`config.mk`:
```
export PLATFORM = sky130hd
export DESIGN_NAME = arc_config
export DESIGN_NICKNAME = d
export VERILOG_FILES = /design/src/core/arc_config.v
export VERILOG_INCLUDE_DIRS = /design/src /design/src/core
export SDC_FILE = /design/constraint.sdc
export NUM_CORES = 1
export LEC_CHECK = 0
export BUFFER_PORTS_ARGS = -buffer_cell sky130_fd_sc_hd__clkbuf_2
export CORE_UTILIZATION = 40
export CTS_CLUSTER_SIZE = 14
export DETAILED_ROUTE_END_ITERATION = 8
export PLACE_DENSITY = 0.76
export SYNTH_ARGS = -nofsm -noshare
export SYNTH_HDL_FRONTEND = slang
export SYNTH_SLANG_ARGS = --single-unit
```
`constraint.sdc`:
```
create_clock -name sys_clk_in -period 1.9 [get_ports sys_clk_in]
set_clock_uncertainty 0.2 [all_clocks]
set_input_delay 0.475 -clock sys_clk_in [delete_from_list [all_inputs] [get_ports sys_clk_in]]
set_output_delay 0.475 -clock sys_clk_in [all_outputs]
set_load 0.1 [all_outputs]
```
`src/core/arc_defs.vh`:
```
// Constants for the converter reference, clock and analog-pin configuration block
`ifndef ARC_DEFS_VH
`define ARC_DEFS_VH
// Register byte addresses (APB, one word each)
`define ARC_ADDR_CONFIG_TWO   12'h000
`define ARC_ADDR_PIN_SELECT   12'h004
// Field positions in adc_config_two
`define ARC_BIT_CHAN_SEL      7
`define ARC_BIT_BG_EN         6
`define ARC_BIT_REF_SEL       4
`define ARC_DIV_HI            2
`define ARC_DIV_LO            0
// Writable bit mask: bits 5 and 3 unimplemented
`define ARC_CFG_MASK          8'hd7
// Reset values
`define ARC_CFG_RESET         8'h00
`define ARC_PIN_RESET         8'hff
// Highest legal divider code
`define ARC_DIV_MAX_CODE      3'h6
`endif

```
`src/core/arc_config.v`:
```
// Converter reference, clock divider and analog-pin configuration with APB slave
`timescale 1ns/1ps
`include "arc_defs.vh"

// Function
// RULE1: A one in the bandgap enable bit powers the bandgap circuit, a zero turns it off.
// RULE2: Bits 5 and 3 of the second control register read as zero and ignore writes.
// RULE3: A one in the reference select bit takes the reference from the external reference pin.
// RULE4: A zero in the reference select bit takes the reference from the positive supply.
// RULE5: While the external reference is selected, all other functions on that pin are disabled.
// RULE6: Divider codes 000 to 110 give the system clock divided by 1, 2, 4, 8, 16, 32 or 64. Code 000 holds conv_clk_out high instead of passing the clock.
// RULE7: Software must not program divider code 111.
// RULE8: Analog-pin enable bit n set to one makes its pin analog channel n.
// RULE9: Analog-pin enable bit n cleared returns its pin to the digital or shared function.
// RULE10: Software enables the bandgap before selecting it, which disconnects all external channels.
// RULE11: An analog-selected pin loses its digital function and its pull-high resistor.
// RULE12: Implemented bits read back as written and take effect on the clock edge after the write.
module arc_config (
   // Clock and reset
   input  wire        sys_clk_in,
   input  wire        rst_b_in,
   // APB slave
   input  wire        psel_in,
   input  wire        penable_in,
   input  wire        pwrite_in,
   input  wire [11:0] paddr_in,
   input  wire [31:0] pwdata_in,
   input  wire [3:0]  pstrb_in,
   output reg  [31:0] prdata_out,
   output wire        pready_out,
   output wire        pslverr_out,
   // Converter controls
   output reg         bandgap_enable_out,
   output reg         bandgap_channel_select_out,
   output reg         ref_ext_select_out,
   output reg         ref_vdd_select_out,
   output reg         ref_pin_shared_disable_out,
   output reg         conv_clk_out,
   output reg  [7:0]  analog_channel_connect_out,
   // Port pin controls
   output reg  [7:0]  analog_pin_enable_out,
   output reg  [7:0]  digital_func_enable_out,
   output reg  [7:0]  pullhigh_allow_out
);

   // Register state
   reg  [7:0]  cfg_r;
   reg  [7:0]  cfg_nxt;
   reg  [7:0]  pin_r;
   reg  [7:0]  pin_nxt;
   reg  [5:0]  div_cnt_r;
   reg  [5:0]  div_cnt_nxt;
   reg  [31:0] rdata_nxt;
   reg         div_tick;

   // Bus decode
   wire        setup_phase;
   wire        access_phase;
   wire        hit_cfg;
   wire        hit_pin;
   wire        hit_any;
   wire        wr_en;
   wire        wr_cfg;
   wire        wr_pin;

   // Per-pin control slices
   wire [7:0]  pin_analog;
   wire [7:0]  pin_digital;
   wire [7:0]  pin_pullhigh;
   wire [7:0]  pin_connect;

   genvar      g;

   // Register select, shared by the write path, the read path and the error flag
   function addr_match(input [11:0] addr, input [11:0] reg_addr);
      addr_match = (addr == reg_addr);
   endfunction

   // Counter tap per divider code; code 111 parks the clock low rather than guessing a rate
   function div_tap(input [2:0] code, input [5:0] cnt);
      case (code)
         3'h0:    div_tap = 1'b1;
         3'h1:    div_tap = cnt[0];
         3'h2:    div_tap = cnt[1];
         3'h3:    div_tap = cnt[2];
         3'h4:    div_tap = cnt[3];
         3'h5:    div_tap = cnt[4];
         3'h6:    div_tap = cnt[5];
         default: div_tap = 1'b0;
      endcase
   endfunction

   // Bus phases and address hits
   assign setup_phase  = psel_in & ~penable_in;
   assign access_phase = psel_in & penable_in;
   assign hit_cfg      = addr_match(paddr_in, `ARC_ADDR_CONFIG_TWO);
   assign hit_pin      = addr_match(paddr_in, `ARC_ADDR_PIN_SELECT);
   assign hit_any      = hit_cfg | hit_pin;

   // Zero-wait slave; unmapped addresses answer with an error and change nothing
   assign pready_out   = 1'b1;
   assign pslverr_out  = access_phase & ~hit_any;

   // Only byte lane 0 holds register bits, so only its strobe gates a write
   assign wr_en        = access_phase & pwrite_in & pstrb_in[0];
   assign wr_cfg       = wr_en & hit_cfg;
   assign wr_pin       = wr_en & hit_pin;

   always @* begin
      cfg_nxt = cfg_r;
      if (wr_cfg) begin
         cfg_nxt = pwdata_in[7:0] & `ARC_CFG_MASK;  // see RULE2
      end
   end

   always @* begin
      pin_nxt = pin_r;
      if (wr_pin) begin
         pin_nxt = pwdata_in[7:0];  // see RULE8
      end
   end

   always @(posedge sys_clk_in or negedge rst_b_in) begin
      if (!rst_b_in) begin
         cfg_r <= `ARC_CFG_RESET;
         pin_r <= `ARC_PIN_RESET;
      end else begin
         cfg_r <= cfg_nxt;  // see RULE12
         pin_r <= pin_nxt;  // see RULE12
      end
   end

   // Read data captured in the setup cycle, so it stands from a flop through the access cycle;
   // a write lands no later than the edge that opens the next setup cycle, so a read never misses it
   always @* begin
      rdata_nxt = prdata_out;
      if (setup_phase & ~pwrite_in) begin
         rdata_nxt = 32'h0000_0000;
         if (hit_cfg) begin
            rdata_nxt = {24'h00_0000, cfg_r & `ARC_CFG_MASK};  // see RULE2
         end else if (hit_pin) begin
            rdata_nxt = {24'h00_0000, pin_r};  // see RULE12
         end
      end
   end

   always @(posedge sys_clk_in or negedge rst_b_in) begin
      if (!rst_b_in) begin
         prdata_out <= 32'h0000_0000;
      end else begin
         prdata_out <= rdata_nxt;
      end
   end

   // Free-running divider; wraps every 64 cycles, the longest period on offer
   always @* begin
      div_cnt_nxt = div_cnt_r + 6'h01;
   end

   always @(posedge sys_clk_in or negedge rst_b_in) begin
      if (!rst_b_in) begin
         div_cnt_r <= 6'h00;
      end else begin
         div_cnt_r <= div_cnt_nxt;
      end
   end

   always @* begin
      div_tick = div_tap(cfg_r[`ARC_DIV_HI:`ARC_DIV_LO], div_cnt_r);  // see RULE6
   end

   generate
      for (g = 0; g < 8; g = g + 1) begin : g_pin
         // Analog use strips the digital path and its pull-high
         assign pin_analog[g]   = pin_r[g];  // see RULE8
         assign pin_digital[g]  = ~pin_r[g];  // see RULE9 see RULE11
         assign pin_pullhigh[g] = ~pin_r[g];  // see RULE11
         // Bandgap selection isolates every external channel
         assign pin_connect[g]  = pin_r[g] & ~cfg_r[`ARC_BIT_CHAN_SEL];  // see RULE10
      end
   endgenerate

   // Code 000 is a clock-rate enable level rather than a true clock
   always @(posedge sys_clk_in or negedge rst_b_in) begin
      if (!rst_b_in) begin
         conv_clk_out <= 1'b0;
      end else begin
         conv_clk_out <= div_tick;  // see RULE6
      end
   end

   // Bandgap and reference controls follow the register one cycle later
   always @(posedge sys_clk_in or negedge rst_b_in) begin
      if (!rst_b_in) begin
         bandgap_enable_out         <= 1'b0;
         bandgap_channel_select_out <= 1'b0;
         ref_ext_select_out         <= 1'b0;
         ref_vdd_select_out         <= 1'b1;
         ref_pin_shared_disable_out <= 1'b0;
      end else begin
         bandgap_enable_out         <= cfg_r[`ARC_BIT_BG_EN];  // see RULE1
         bandgap_channel_select_out <= cfg_r[`ARC_BIT_CHAN_SEL];
         ref_ext_select_out         <= cfg_r[`ARC_BIT_REF_SEL];  // see RULE3
         ref_vdd_select_out         <= ~cfg_r[`ARC_BIT_REF_SEL];  // see RULE4
         ref_pin_shared_disable_out <= cfg_r[`ARC_BIT_REF_SEL];  // see RULE5
      end
   end

   // Pin controls reset to the register's all-analog state, so no pull-high loads an analog pin
   always @(posedge sys_clk_in or negedge rst_b_in) begin
      if (!rst_b_in) begin
         analog_pin_enable_out      <= `ARC_PIN_RESET;
         analog_channel_connect_out <= `ARC_PIN_RESET;
         digital_func_enable_out    <= ~`ARC_PIN_RESET;
         pullhigh_allow_out         <= ~`ARC_PIN_RESET;
      end else begin
         analog_pin_enable_out      <= pin_analog;  // see RULE8
         analog_channel_connect_out <= pin_connect;  // see RULE10
         digital_func_enable_out    <= pin_digital;  // see RULE9
         pullhigh_allow_out         <= pin_pullhigh;  // see RULE11
      end
   end

endmodule // arc_config

```
# Word-level counts from Yosys, hierarchy flattened
# Index checks and enable logic that the tools add are counted.
classes:
  n_addsub: 1
  multipliers: 0
  n_div: 0
  order_cmp: 0
  eq_ne: 7
  shifts: 0
  mux: 3
  n_bitwise: 30
  n_reduce_logical: 2
ops:
  columns: ["operator", "count"]
  rows:
  - ["$and A1 B1 Y1", 16]
  - ["$mux W8", 2]
  - ["$not A1 Y1", 13]
  - ["$eq A12 B3 Y1 const B", 1]
  - ["$logic_not A12 Y1", 1]
  - ["$eq A3 B3 Y1 const B", 3]
  - ["$pmux W1 S7", 1]
  - ["$add A6 B1 Y6 const B", 1]
  - ["$eq A3 B2 Y1 const B", 2]
  - ["$eq A3 B1 Y1 const B", 1]
  - ["$logic_not A3 Y1", 1]
  - ["$or A1 B1 Y1", 1]
word_totals:
  reg_bits: 81
  latchBits: 0
  mem_bits_rw: 0
  rom_bits: 0
  inputBits: 53
  out_inout_bits: 72
  n_memories: 0

# Longest topological paths before layout
logic_depth:
  word_depth: 4
  mapped_depth: 5

# Worst setup path after synthesis
# Ideal clock, no wire load.
synth_timing:
  path_kind: "input to output"
  startpoint: "input paddr_in[6]"
  endpoint: "output pslverr_out"
  arrival_time_ns: 2.117
  t_required_ns: 1.225
  path_slack_ns: -0.892
  cell_stages: 3
  cell_sequence: "or4_4 nor4_4 a21oi_1"
synth_between:
  elab_chain_cells: 4
  word_cells_on_any_way: 5
  cone_classes: "eq/ne: 1; bitwise: 3; reduce/logical: 1"
synth_rtl:
  columns: ["item", "line_no", "source"]
  rows:
  - ["start: declaration", "arc_config.v:26", "input wire [11:0] paddr_in,"]
  - ["$eq A12 B3 Y1 / $logic_not A12 Y1 (equally long branches)", "arc_config.v:76", "addr_match = (addr == reg_addr);"]
  - ["$or A1 B1 Y1 (*)", "arc_config.v:98", "assign hit_any = hit_cfg | hit_pin;"]
  - ["$not A1 Y1 (*)", "arc_config.v:102", "assign pslverr_out = access_phase & ~hit_any;"]
  - ["$and A1 B1 Y1 (*)", "arc_config.v:102", null]
  - ["end: declaration", "arc_config.v:31", "output wire pslverr_out,"]
# Mark *: on every way between the ends. The rest lies on a longest branch, timed or not.

# Final worst setup path
# Ends and elaborated chain as after synthesis.

==> results.sh <==
export IMPL_cp_required_ps=1220
export IMPL_synth_area_per_cell_um2=12.6
export IMPL_worstHoldPathType="input port to register"
export IMPL_use_met3_pct=5.47
export IMPL_dpl_hpwl_mm=2.99
export IMPL_synthArstFlopShare_pct=100
export IMPL_hold_viol_final=0
export IMPL_via_per_inst=4.38
export IMPL_initialDrtViolationCount=56
export IMPL_htree_num_levels=3
export IMPL_die_h_um=78.2
export IMPL_grt_pass1_vias=1457
export IMPL_clockBufferDepth=2
export IMPL_multi_input_area_um2=703
export IMPL_dr_pass1_iters=4
export IMPL_min_period_ps=2270
export IMPL_synth_top_flop_cell="dfrtp_1"
export IMPL_yosysTopAreaCell="dfrtp_1"
export IMPL_seq_area_um2=1470
export IMPL_finalSetupViolCount=15
export IMPL_port_buffers=72
export IMPL_post_drt_wl_per_cell_um=12.1
export IMPL_fin_ws_ps=-369
export IMPL_syn_instance_count=184
export IMPL_synth_area_leaders="dfrtp_1 35%, dfstp_2 28%, buf_4 11%"
export IMPL_ys_ff_latch=57
export IMPL_wirelength_mm=4.16
export IMPL_clk_latency_ps=330
export IMPL_initial_core_util_pct=41.9
export IMPL_nets=320
export IMPL_worstPathCellList="clkbuf_2 -> or4_4 -> nor4_4 -> a21oi_2 -> buf_12"
export IMPL_busiest_layer="met2"
export IMPL_synth_top_area_share_pct=34.5
export IMPL_total_leakage_power_nw=1.56
export IMPL_layout_drive_gt1_share_pct=60.1
export IMPL_synth_area_um2=2320
export IMPL_min_delay_start="pwdata_in[3]"
export IMPL_io_pins=125
export IMPL_grtUsageTotal_pct=15.5
export IMPL_grt_pass1_wl_mm=6.87
export IMPL_tightest_slew_ps=550
export IMPL_routabilityCongestion=0.758
export IMPL_path_class="input port to primary output"
export IMPL_area_delta_synth_final_pct=42.5
export IMPL_final_cells=343
export IMPL_max_vdd_ir_drop_v=0.000379
export IMPL_rows=27
export IMPL_max_cap_violations=0
export IMPL_overflow=0
export IMPL_dp_cells=325
export IMPL_cts_tree="yes"
export IMPL_antenna_found_initial=0
export IMPL_fin_crit_sh_pct=119
export IMPL_grt_start_max_net_pins=58
export IMPL_synth_edf_count=0
export IMPL_critPathArrivalTime_ps=1590
export IMPL_die_x_um=78.2
export IMPL_fillers=450
export IMPL_critPathMaxFanout=2
export IMPL_max_slew_margin_pct=63.5
export IMPL_cts_root_buf="clkbuf_8"
export IMPL_ant_nets=0
export IMPL_vias=1504
export IMPL_dieArea_um2=6110
export IMPL_diodes=0
export IMPL_ys_types=27
export IMPL_synth_seq_area_share_pct=62.8
export IMPL_ys_warn_count=0
export IMPL_rsz0062_at_grt="true"
export IMPL_cpMaxStageDelayCell="or4_4"
export IMPL_critPathLaunch="paddr_in[6]"
export IMPL_cpPeakStageDelay_ps=540
export IMPL_pre_cts_slack_ps=-521
export IMPL_fmax_mhz=441
export IMPL_p_per_area_nw_per_um2=824
export IMPL_numCtsBuffers=9
export IMPL_core_um2=5540
export IMPL_rr_startpoint="div_cnt_r[0]"
export IMPL_drv_slew=0
export IMPL_drc=0
export IMPL_power_mw=2.73
export IMPL_outcome="complete, but fails checks"
export IMPL_worstSetupStartpointType="input port"
export IMPL_failed_checks="negative setup slack"
export IMPL_clock_sinks=57
export IMPL_grt_met2_usage_pct=25.0
export IMPL_grtUsageMet1_pct=17.8
export IMPL_endpoint_kind="primary output"
export IMPL_clkTransAtPathRegs_ps=60
[worst max-delay path: cells and delay by family]
kind,cells,cell delay [ps]
compound gates,1,120
buf+inv,2,260
simple gates,2,740
[layout by cell type, fill, tap and decap left out, types with 9 or more instances in the layout]
cell type,n
nor2_1,10
buf_12,19
dfrtp_1,23
clkbuf_8,13
conb_1,25
dfstp_2,25
inv_1,12
clkbuf_2,52
nand2_1,15
dfrtp_2,9
[kinds of logic after synthesis]
kind of cell | Yosys count | share of synthesized area [%]
other | 2 | 0.324
AOI/OAI and AO/OA | 13 | 2.97
DFF | 57 | 62.8
and+or+nand+nor | 36 | 8.25
xor gates and xnor gates | 4 | 1.51
adders and majority gates | 1 | 0.539
buffers and inverters | 50 | 13.8
muxes | 21 | 9.81
[report_power, final]
group          switching [mW]  internal [mW]
sequential           0.000526           1.22
clock                   0.446          0.747
combinational           0.274         0.0404
total                   0.720           2.01
[final cells by class]
cell class,count,share of cell area (%)
sequential,57,44.4
clock buffer,14,5.52
clock inverter,2,1.06
multi-input combinational,100,21.3
inverter,12,1.36
timing repair buffer,86,23.6
tap,72,2.72
[metal layers]
metal,vias up,wire length (um)
met5,-,0
met4,0,77
met3,9,273
met2,59,2130
met1,735,1690
li1,701,-
[worst paths after layout]
check	slack, ps	cells after the start	to
hold / removal	180	2	pin_analog[3]
setup / recovery	-370	5	pslverr_out
max in group asynchronous	720	3	analog_pin_enable_out[0]
hold reg to reg	180	0	analog_pin_enable_out[4]
min in group asynchronous	470	3	div_cnt_r[4]
setup reg to reg	620	3	div_cnt_r[5]
[cells in the mapped netlist, drive strengths merged, types with 2 or more instances]
| cell type | n |
|---|---|
| o21ai | 10 |
| dfrtp | 32 |
| mux2i | 7 |
| dfstp | 25 |
| nor4 | 2 |
| nand3 | 3 |
| buf | 36 |
| conb | 2 |
| mux2 | 14 |
| nor2 | 10 |
| xnor2 | 3 |
| inv | 12 |
| clkbuf | 2 |
| nand2 | 15 |
[sequential cells by signal, indices dropped and copies added, names as in the netlist, 6 cells and up]
register	flops
analog_channel_connect_out	8
analog_pin_enable_out	8
pin_analog	8
prdata_out	8
pullhigh_allow_out	8
cfg_r	6
div_cnt_r	6
[repair_timing]
item                       CTS  global route
buffers inserted             1             1
hold buffers                 1             0
gates resized for setup     15            11
pin swaps                    1             5
hold endpoints to repair    32             0
setup endpoints to repair   16            23
[through the flow]
stage	setup TNS (ps)	util [%]	cell area (um^2)	hold WS, ps
global route	-3770	59.7	3310	176
global placement	-8510	54.1	3000	171
floorplan	-4140	-	2450	-20.6
finish	-2530	59.7	3310	178
detailed placement	-9850	54.1	3000	174
CTS	-2900	58.9	3260	164
(Power assumes the default switching activity.)
